$ cat src/core/irpf_pkg.sv
package irpf_pkg;
	// Register offsets (chosen, see note)
	localparam logic [3:0] IRPF_OFF_CTRL1 = 4'h0;
	localparam logic [3:0] IRPF_OFF_CTRL2 = 4'h1;
	localparam logic [3:0] IRPF_OFF_STAT = 4'h2;
	// Control one bit positions
	localparam int IRPF_C1_LOOP = 7;
	localparam int IRPF_C1_EN = 6;
	localparam int IRPF_C1_LEN9 = 4;
	localparam int IRPF_C1_WAKE = 3;
	localparam int IRPF_C1_IDLE_COUNT_TYPE = 2;
	localparam int IRPF_C1_PEN = 1;
	localparam int IRPF_C1_PTY = 0;
	// Control two bit positions
	localparam int IRPF_C2_TXEIE = 7;
	localparam int IRPF_C2_TX_DONE_IRQ_ENABLE = 6;
	localparam int IRPF_C2_RXFIE = 5;
	localparam int IRPF_C2_TE = 3;
	localparam int IRPF_C2_RE = 2;
	localparam logic [7:0] IRPF_C1_RESET = 8'h00;
	localparam logic [7:0] IRPF_C2_RESET = 8'h00;
	localparam logic [7:0] IRPF_C1_MASK = 8'hdf;
	localparam logic [7:0] IRPF_C2_MASK = 8'hec;
	// Frame lengths in bits
	localparam logic [3:0] IRPF_FRAME_SHORT = 4'ha;
	localparam logic [3:0] IRPF_FRAME_LONG = 4'hb;

	typedef struct packed {
		logic loop_sel;
		logic enable;
		logic len9;
		logic wake_addr;
		logic idle_after_stop;
		logic parity_en;
		logic parity_odd;
		logic ir_en;
		logic tx_en;
		logic rx_en;
		logic [3:0] frame_bits;
		logic [3:0] data_bits;
	} irpf_fmt_t;
endpackage

$ cat src/core/irpf_pin_ctrl.sv
`timescale 1ns/1ps
module irpf_pin_ctrl
	import irpf_pkg::*;
(
	// Clock, reset and register bus
	input wire logic i_mclk,
	input wire logic i_reset_n,
	input wire logic [3:0] i_addr,
	input wire logic [7:0] i_wdata,
	input wire logic i_wr,
	input wire logic i_rd,
	output logic [7:0] o_rdata,
	// Port, infrared and transmitter side
	input wire logic i_ir_en,
	input wire logic i_port_dir_tx,
	input wire logic i_port_out_tx,
	input wire logic i_port_dir_rx,
	input wire logic i_port_out_rx,
	input wire logic i_tx_serial,
	input wire logic i_tx_ir,
	input wire logic i_tx_busy,
	input wire logic i_tx_empty_flag,
	input wire logic i_tx_done_flag,
	input wire logic i_rx_full_flag,
	// Shared pins, open drain
	input wire logic i_tx_pin_in,
	output logic o_tx_pin_out,
	output logic o_tx_pin_oe_n,
	input wire logic i_rx_pin_in,
	output logic o_rx_pin_out,
	output logic o_rx_pin_oe_n,
	// To the port, the receiver and the shifters
	output logic o_port_tx_in,
	output logic o_port_rx_in,
	output logic o_rx_data,
	output logic o_baud_enable,
	output logic o_force_tx_flags,
	output logic o_preamble_start,
	output irpf_fmt_t o_fmt,
	output logic o_tx_irq,
	output logic o_rx_irq
);
	// Registers and their next values
	logic [7:0] ctrl1_q;
	logic [7:0] ctrl1_d;
	logic [7:0] ctrl2_q;
	logic [7:0] ctrl2_d;
	logic [7:0] rdata_q;
	logic [7:0] rdata_d;
	logic tx_en_q;
	logic tx_drive_q;
	logic tx_drive_d;
	logic parity_odd_q;
	logic parity_odd_d;
	logic [1:0] pin_meta_q;
	logic [1:0] pin_sync_q;

	// Decode and pin nets
	logic [7:0] status_word;
	logic [1:0] pin_raw;
	logic ctrl1_wr;
	logic ctrl2_wr;
	logic enable;
	logic tx_en;
	logic rx_en;
	logic loop_on;
	logic ir_on;
	logic tx_stream;
	logic tx_pull_low;
	logic port_tx_pull_low;
	logic port_rx_pull_low;
	logic rx_pin_level;
	logic tx_empty_req;
	logic tx_done_req;
	logic rx_full_req;
	logic [3:0] frame_bits;
	logic [3:0] data_bits;

	// Register strobes
	assign ctrl1_wr = i_wr && (i_addr == IRPF_OFF_CTRL1);
	assign ctrl2_wr = i_wr && (i_addr == IRPF_OFF_CTRL2);

	// Effective enables; transmitter and receiver drop with the module enable
	assign enable = ctrl1_q[IRPF_C1_EN];
	assign tx_en = enable & ctrl2_q[IRPF_C2_TE];
	assign rx_en = enable & ctrl2_q[IRPF_C2_RE];
	// Loop needs both directions on, so a half-enabled loop bit is inert
	assign loop_on = ctrl1_q[IRPF_C1_LOOP] & tx_en & rx_en;
	// The coder is never in the loop
	assign ir_on = i_ir_en & enable & ~loop_on;

	// Control one: plain write; bit five has no storage and reads zero
	always_comb begin
		ctrl1_d = ctrl1_q;
		if (ctrl1_wr) begin
			ctrl1_d = i_wdata & IRPF_C1_MASK;
		end
	end

	always_ff @(posedge i_mclk) begin
		if (!i_reset_n) begin
			ctrl1_q <= IRPF_C1_RESET;
		end else begin
			ctrl1_q <= ctrl1_d;
		end
	end

	// Control two: interrupt enables always take the write; the direction
	// enables only while the module is on, so software cannot start a
	// transmitter whose baud generator is stopped
	always_comb begin
		ctrl2_d = ctrl2_q;
		if (ctrl2_wr) begin
			ctrl2_d[7:4] = i_wdata[7:4] & IRPF_C2_MASK[7:4];
			ctrl2_d[1:0] = 2'h0;
			if (enable) begin
				ctrl2_d[3:2] = i_wdata[3:2];
			end
		end
	end

	always_ff @(posedge i_mclk) begin
		if (!i_reset_n) begin
			ctrl2_q <= IRPF_C2_RESET;
		end else begin
			ctrl2_q <= ctrl2_d;
		end
	end

	// Status view of the effective enables, so software can see the lock at work
	assign status_word = {4'h0, tx_drive_q, loop_on, rx_en, tx_en};

	// Read data stand in the following cycle only; reads have no side effects
	always_comb begin
		rdata_d = 8'h00;
		if (i_rd) begin
			case (i_addr)
				IRPF_OFF_CTRL1: begin
					rdata_d = ctrl1_q;
				end
				IRPF_OFF_CTRL2: begin
					rdata_d = ctrl2_q;
				end
				IRPF_OFF_STAT: begin
					rdata_d = status_word;
				end
				default: begin
					rdata_d = 8'h00;
				end
			endcase
		end
	end

	always_ff @(posedge i_mclk) begin
		if (!i_reset_n) begin
			rdata_q <= 8'h00;
		end else begin
			rdata_q <= rdata_d;
		end
	end
	assign o_rdata = rdata_q;

	// Rising edge of the effective transmitter enable kicks off the preamble;
	// a module disable drops the enable too, so re-enabling starts a fresh one
	always_ff @(posedge i_mclk) begin
		if (!i_reset_n) begin
			tx_en_q <= 1'b0;
		end else begin
			tx_en_q <= tx_en;
		end
	end
	assign o_preamble_start = tx_en & ~tx_en_q;

	// After TE clears the pin keeps driving until the character in flight has left, but a module disable cuts it
	// at once; cutting it early would chop the stop bit and hand the remote a framing error
	always_comb begin
		tx_drive_d = tx_drive_q;
		if (!enable) begin
			tx_drive_d = 1'b0;
		end else if (tx_en) begin
			tx_drive_d = 1'b1;
		end else if (!i_tx_busy) begin
			tx_drive_d = 1'b0;
		end
	end

	always_ff @(posedge i_mclk) begin
		if (!i_reset_n) begin
			tx_drive_q <= 1'b0;
		end else begin
			tx_drive_q <= tx_drive_d;
		end
	end

	// Parity sense handed on changes only between transmit characters, so a
	// careless mid-character write cannot spoil that character's parity
	always_comb begin
		parity_odd_d = parity_odd_q;
		if (!i_tx_busy) begin
			parity_odd_d = ctrl1_q[IRPF_C1_PTY];
		end
	end

	always_ff @(posedge i_mclk) begin
		if (!i_reset_n) begin
			parity_odd_q <= 1'b0;
		end else begin
			parity_odd_q <= parity_odd_d;
		end
	end

	// Pin synchronisers, one pair per pin; both reset to the idle-high level so
	// that no false start edge follows reset
	assign pin_raw = {i_rx_pin_in, i_tx_pin_in};
	for (genvar p = 0; p < 2; p++) begin : g_pin_sync
		always_ff @(posedge i_mclk) begin
			if (!i_reset_n) begin
				pin_meta_q[p] <= 1'b1;
				pin_sync_q[p] <= 1'b1;
			end else begin
				pin_meta_q[p] <= pin_raw[p];
				pin_sync_q[p] <= pin_meta_q[p];
			end
		end
	end
	assign o_port_tx_in = pin_sync_q[0];
	assign o_port_rx_in = pin_sync_q[1];
	assign rx_pin_level = pin_sync_q[1];

	// Coder output only when infrared is on and the loop is off
	always_comb begin
		if (ir_on) begin
			tx_stream = i_tx_ir;
		end else begin
			tx_stream = i_tx_serial;
		end
	end

	// Open-drain pins: pulled low only for a zero, a released pin idles high on
	// its pullup; the port direction bits are ignored while enabled
	assign tx_pull_low = tx_drive_q & ~tx_stream;
	assign port_tx_pull_low = i_port_dir_tx & ~i_port_out_tx;
	assign port_rx_pull_low = i_port_dir_rx & ~i_port_out_rx;

	// Transmit pin
	always_comb begin
		o_tx_pin_out = 1'b0;
		if (enable) begin
			o_tx_pin_oe_n = ~tx_pull_low;
		end else begin
			o_tx_pin_oe_n = ~port_tx_pull_low;
		end
	end

	// Receive pin is never driven while the block owns it
	always_comb begin
		o_rx_pin_out = 1'b0;
		if (enable) begin
			o_rx_pin_oe_n = 1'b1;
		end else begin
			o_rx_pin_oe_n = ~port_rx_pull_low;
		end
	end

	// Receiver sees idle-high when off, the loop when looped, else the pin
	always_comb begin
		if (!rx_en) begin
			o_rx_data = 1'b1;
		end else if (loop_on) begin
			o_rx_data = i_tx_serial;
		end else begin
			o_rx_data = rx_pin_level;
		end
	end

	// Baud generator runs only while enabled; the flag force holds both
	// transmit flags set for as long as the module is off
	assign o_baud_enable = enable;
	assign o_force_tx_flags = ~enable;

	// Frame length counts start and stop; parity steals one data bit
	assign frame_bits = ctrl1_q[IRPF_C1_LEN9] ? IRPF_FRAME_LONG : IRPF_FRAME_SHORT;
	assign data_bits = frame_bits - 4'h2 - {3'h0, ctrl1_q[IRPF_C1_PEN]};

	always_comb begin
		// Mode bits
		o_fmt.loop_sel = loop_on;
		o_fmt.enable = enable;
		o_fmt.len9 = ctrl1_q[IRPF_C1_LEN9];
		o_fmt.wake_addr = ctrl1_q[IRPF_C1_WAKE];
		o_fmt.idle_after_stop = ctrl1_q[IRPF_C1_IDLE_COUNT_TYPE];
		o_fmt.parity_en = ctrl1_q[IRPF_C1_PEN];
		o_fmt.parity_odd = parity_odd_q;

		// Effective enables
		o_fmt.ir_en = i_ir_en & enable;
		o_fmt.tx_en = tx_en;
		o_fmt.rx_en = rx_en;

		// Lengths
		o_fmt.frame_bits = frame_bits;
		o_fmt.data_bits = data_bits;
	end

	// Interrupt requests; transmitter ones blocked while disabled, the receiver
	// one is not, since a disable leaves the receive flag alone
	assign tx_empty_req = i_tx_empty_flag & ctrl2_q[IRPF_C2_TXEIE];
	assign tx_done_req = i_tx_done_flag & ctrl2_q[IRPF_C2_TX_DONE_IRQ_ENABLE];
	assign rx_full_req = i_rx_full_flag & ctrl2_q[IRPF_C2_RXFIE];

	always_comb begin
		o_tx_irq = 1'b0;
		if (enable) begin
			o_tx_irq = tx_empty_req | tx_done_req;
		end
	end
	assign o_rx_irq = rx_full_req;
endmodule

$ cat config.mk
export PLATFORM = sky130hd
export DESIGN_NAME = irpf_pin_ctrl
export DESIGN_NICKNAME = d
export VERILOG_FILES = /design/src/core/irpf_pkg.sv /design/src/core/irpf_pin_ctrl.sv
export SDC_FILE = /design/constraint.sdc
export NUM_CORES = 1
export LEC_CHECK = 0
export ABC_AREA = 0
export BUFFER_PORTS_ARGS = -buffer_cell sky130_fd_sc_hd__buf_4
export CORE_MARGIN = 8
export CORE_UTILIZATION = 40
export DETAILED_ROUTE_END_ITERATION = 12
export PLACE_DENSITY = 0.72
export SYNTH_ARGS = -nofsm -noshare
export SYNTH_HDL_FRONTEND = slang
export SYNTH_SLANG_ARGS = --single-unit
$ cat constraint.sdc
create_clock -name i_mclk -period 1.4 [get_ports i_mclk]
set_clock_uncertainty 0.1 [all_clocks]
set_input_delay 0.14 -clock i_mclk [delete_from_list [all_inputs] [get_ports i_mclk]]
set_output_delay 0.14 -clock i_mclk [all_outputs]
set_load 0.005 [all_outputs]
-- After elaboration in Yosys (flattened, before gate mapping)
Cells that the tools add are included.
- equal/unequal tests: 3
- bitwise operators: 23
- reduce and logical (&&, ||, !) cells: 6
- mux-type cells: 10
- add/subtract/negate cells: 2
- operators by type and width (operator ; number):
    $pmux W8 S3 ; 1
    $and A1 B1 Y1 ; 13
    $mux W1 ; 9
    $not A1 Y1 ; 9
    $reduce_and A2 Y1 ; 3
    $eq A4 B1 Y1 const B ; 1
    $eq A4 B2 Y1 const B ; 1
    $logic_not A4 Y1 ; 1
    $sub A4 B1 Y4 ; 1
    $sub A4 B2 Y4 const B ; 1
    $logic_and A1 B1 Y1 ; 2
    $ne A2 B1 Y1 const B ; 1
    $or A1 B1 Y1 ; 1
- register bits: 27
- logic and storage cells: 55
- bits of input ports: 29

-- Longest topological paths before layout
- depth after elaboration: 10
- gate-level depth with buffers: 5
- mapped depth without buffers: 4

-- Worst setup path after synthesis
Ideal clock, no wire load.
- kind: reg-to-output
- from: reg ctrl1_q[6]
- to: out o_fmt[17] (netlist name)
- data required time: 1.160 ns
- buffers on the path: 3
- arrival time: 1.041 ns
- cell stages (with the launch flop): 6
- setup slack: 0.119 ns
- cell sequence: dfxtp_1 > buf_2 > and2_0 > clkbuf_1 > and3_1 > buf_4
- RTL lines (what ; RTL line ; RTL):
    from (decl) ; irpf_pin_ctrl.sv:44 ; logic [7:0] ctrl1_q;
    from (signal assigned) ; irpf_pin_ctrl.sv:104 ; ctrl1_q <= ctrl1_d;
    $and A1 B1 Y1 ; irpf_pin_ctrl.sv:86 ; assign rx_en = enable & ctrl2_q[IRPF_C2_RE];
    net rx_en ; irpf_pin_ctrl.sv:65 ; logic rx_en;
    $and A1 B1 Y1 ; irpf_pin_ctrl.sv:88 ; assign loop_on = ctrl1_q[IRPF_C1_LOOP] & tx_en & rx_en;
    to (decl) ; irpf_pin_ctrl.sv:39 ; output irpf_fmt_t o_fmt,
The timed path passes the listed nets, and every way through them passes these cells.

-- Final worst setup path
- from: reg ctrl2_q[3]
- to: out o_tx_pin_oe_n
- cells in the longest elaborated chain, start to end: 10
- ends and longest elaborated chain (what ; RTL line ; RTL):
    from (decl) ; irpf_pin_ctrl.sv:46 ; logic [7:0] ctrl2_q;
    from (signal assigned) ; irpf_pin_ctrl.sv:126 ; ctrl2_q <= ctrl2_d;
    $and A1 B1 Y1 ; irpf_pin_ctrl.sv:85 ; assign tx_en = enable & ctrl2_q[IRPF_C2_TE];
    $and A1 B1 Y1 (2 in a row) ; irpf_pin_ctrl.sv:88 ;
    $not A1 Y1 ; irpf_pin_ctrl.sv:90 ; assign ir_on = i_ir_en & enable & ~loop_on;
    $and A1 B1 Y1 ; irpf_pin_ctrl.sv:90 ;
    $mux W1 ; irpf_pin_ctrl.sv:232 ; if (ir_on) begin
    $not A1 Y1 ; irpf_pin_ctrl.sv:241 ; assign tx_pull_low = tx_drive_q & ~tx_stream;
    $and A1 B1 Y1 ; irpf_pin_ctrl.sv:241 ;
    $not A1 Y1 ; irpf_pin_ctrl.sv:249 ; o_tx_pin_oe_n = ~tx_pull_low;
    $mux W1 ; irpf_pin_ctrl.sv:248 ; if (enable) begin
    to (decl) ; irpf_pin_ctrl.sv:28 ; output logic o_tx_pin_oe_n,
No other way between the ends.

==> flow_summary_export.csv <==
group,metric,value,unit
route,routed_wl,4070,um
synthesis,netlist_area,0.00129,mm^2
synthesis,synth-compound-area-share,0.124,
clock_tree,cts_buffers,3,
place,io_buffers,61,
die,start_util,0.421,
global_route,grt_overflow_total,0,
die,die_height,72.7,um
finish,final_area,0.00202,mm^2
die,ios,67,
setup_path,worst_ep_arrival_time,1.26,ns
synthesis,postSynthCellCount,160,
finish,antenna_cells,0,
synthesis,synth_xor_area_frac,0,
finish,fillers,265,
die,rows,20,
finish,syn2layout_area_growth,56.7,%
finish,drive_above_1_share,0.420,
clock_tree,cts_sinks,27,
power_and_ir_drop,power_density,655,mW/mm^2
global_route,grt_use_total,0.154,
status,run_status,"complete, but fails checks",
timing,fin_crit_sh,1.07,
timing,fmax,669,MHz
clock_tree,clock_path_buffers,2,
synthesis,avgSynthCellArea,8.04,um^2
min_path,hold_class,"input pin to flip-flop",
clock_tree,cts_tree,"yes",
route,first_iter_violations,141,
synthesis,synthAdderAreaFrac,0.00973,
place,place_congestion,0.857,
synthesis,yosys.area_share.simple,0.255,
setup_path,start_kind,"flip-flop",
setup_path,required,1.16,ns
clock_tree,clockRootBuffer,"clkbuf_4",
global_route,grt_max_degree,15,
synthesis,synth_warnings,0,
synthesis,synth-seq-area-share,0.420,
die,die_w,72.7,um
die,core_area,0.00305,mm^2
route,wl_per_cell,14.8,um
synthesis,synthMuxAreaShare,0.0389,
power_and_ir_drop,p_leak,0.883,nW
route,vias,1381,
place,dp_hpwl,3040,um
clock_tree,clk_latency,0.31,ns
route,firstDrtPassIters,5,
synthesis,synth_top_family_by_area,"simple AND/OR/NAND/NOR gates",
route,via_per_inst,5.02,
setup_path,crit_fanout,2,
synthesis,yosys.cell_types.count,33,
finish,final_nets,262,
setup_path,end_kind,"output port",
place,dpl_cell_area,0.00172,mm^2
status,violations,"negative setup slack",
timing,rsz0062_at_grt,"yes",
die,die_area,0.00529,mm^2
timing,fin_tns_setup,-0.0980,ns
timing,finalSetupViolCount,2,
clock_tree,htree_levels,1,
route,drcViolationCount,0,
global_route,antenna_found_initial,0,
timing,min_period,1.50,ns
route,final_antenna_net_count,0,
global_route,grt_pass1_wl,6740,um
timing,slew_viol_final,0,
power_and_ir_drop,peakVddDrop,0.000447,V
global_route,grt_pass1_vias,1401,
timing,worst_slack,-0.0954,ns
synthesis,synth_seq_cells,27,
timing,hold_viol_final,0,
flow_run,max_cap_viol_count,0,
timing,whs,0.0553,ns
setup_path,criticalPathCategory,"flip-flop to output port",
clock_tree,clk_pin_slew,0.14,ns
registers in the layout, indices dropped and copies added (netlist names):
| name | cells |
|---|---|
| pin_meta_q | 2 |
| tx_en_q | 1 |
| o_port_tx_in | 1 |
| o_rdata | 8 |
| o_port_rx_in | 1 |
| tx_drive_q | 1 |
| parity_odd_q | 1 |
| ctrl2_q | 5 |
| ctrl1_q | 7 |
cell usage in the layout (no fill, tap or decap), drive strengths merged, types with 2 or more instances in the layout:
cell type and count:
dlygate4sd3 15, nand2b 4, dfxtp 27, conb 5, mux2i 5, clkbuf 4, a21oi 13, nor2 11
nor3 3, a22oi 2, nand4 5, and3b 2, and2 2, nand3 11, inv 8, and3 2
buf 74, nand2 16, o21ai 12
per-layer routing:
layer  global-route usage  wire, um  vias up
met3               0.0234       266        4
met4               0.0511        37        0
met1                0.180      1640      645
met5                    0         0        -
li1                     -         -      670
met2                0.276      2120       62
cells by family after synthesis:
family | count (synthesis)
simple gates | 63
buf+inv | 33
compound gates | 29
flops | 27
mux | 5
other cells | 2
fa+ha+maj | 1
synthesized netlist by cell type (all sizes together):
master	count	area [um^2]
a22oi	2	15.0
nand2	16	60.1
or3	1	6.26
nand4b	1	8.76
dfxtp	27	541
and3	2	12.5
clkbuf	5	18.8
or4	1	7.51
a41oi	1	8.76
and3b	2	17.5
and2	2	12.5
nor4	1	6.26
o21ai	12	63.8
nand3	11	55.1
mux2i	5	50.1
nand3b	1	7.51
nor4b	1	8.76
conb	2	7.51
a21oi	13	65.1
inv	8	30.0
nor3	3	20.0
buf	20	140
nand4	5	31.3
ha	1	12.5
nor3b	1	7.51
a31oi	1	6.26
nor2	11	41.3
nand2b	4	25.0
timing repair:
item                                    CTS  global route
buffers inserted                          3             1
pin swaps                                 3             3
resized for setup                        14            15
endpoints found under the setup margin   12             9
hold buffers                             15             0
gates cloned                              0             0
hold endpoints to repair                 18             0
per-stage QoR:
step | cells | utilization | setup slack (ns) | power, mW
6_report | 275 | 0.660 | -0.0954 | 1.32
3_3_place_gp | 252 | 0.563 | -0.0449 | 0.961
2_1_floorplan | 163 | - | 0.119 | 0.869
5_1_grt | 275 | 0.660 | -0.170 | 1.38
3_5_place_dp | 252 | 0.563 | -0.0673 | 0.967
4_1_cts | 274 | 0.641 | -0.102 | 1.32
worst paths after layout:
path,to,from,slack [ns],depth (start not counted)
hold / removal,ctrl1_q[4],i_wr,0.06,3
setup / recovery,o_tx_pin_oe_n,ctrl2_q[3],-0.1,4
hold reg to reg,o_port_rx_in,pin_meta_q[1],0.33,1
setup reg to reg,o_rdata[2],ctrl1_q[6],0.19,5
power breakdown:
| part | leakage (nW) | internal [mW] | total, mW | switching, mW |
|---|---|---|---|---|
| Clock | 0.0150 | 0.111 | 0.327 | 0.216 |
| Combinational | 0.647 | 0.121 | 0.212 | 0.0912 |
| Sequential | 0.221 | 0.776 | 0.781 | 0.00527 |
| Total | 0.883 | 1.01 | 1.32 | 0.313 |
cell type report:
type,instances,area (um^2),area share
tap,44,55.1,0.0273
inverter,8,30.0,0.0149
clock buffer,4,26.3,0.0130
timing repair buffer,89,728,0.361
sequential,27,549,0.273
multi-input combinational,103,627,0.311
worst max-delay path, cell delays in order (launching register included):
cell and delay [ns]:
dfxtp_2 0.35, and3_4 0.17, nand3b_1 0.16, a41oi_2 0.13
buf_4 0.13
No activity file was read; power rests on OpenSTA's default activity.
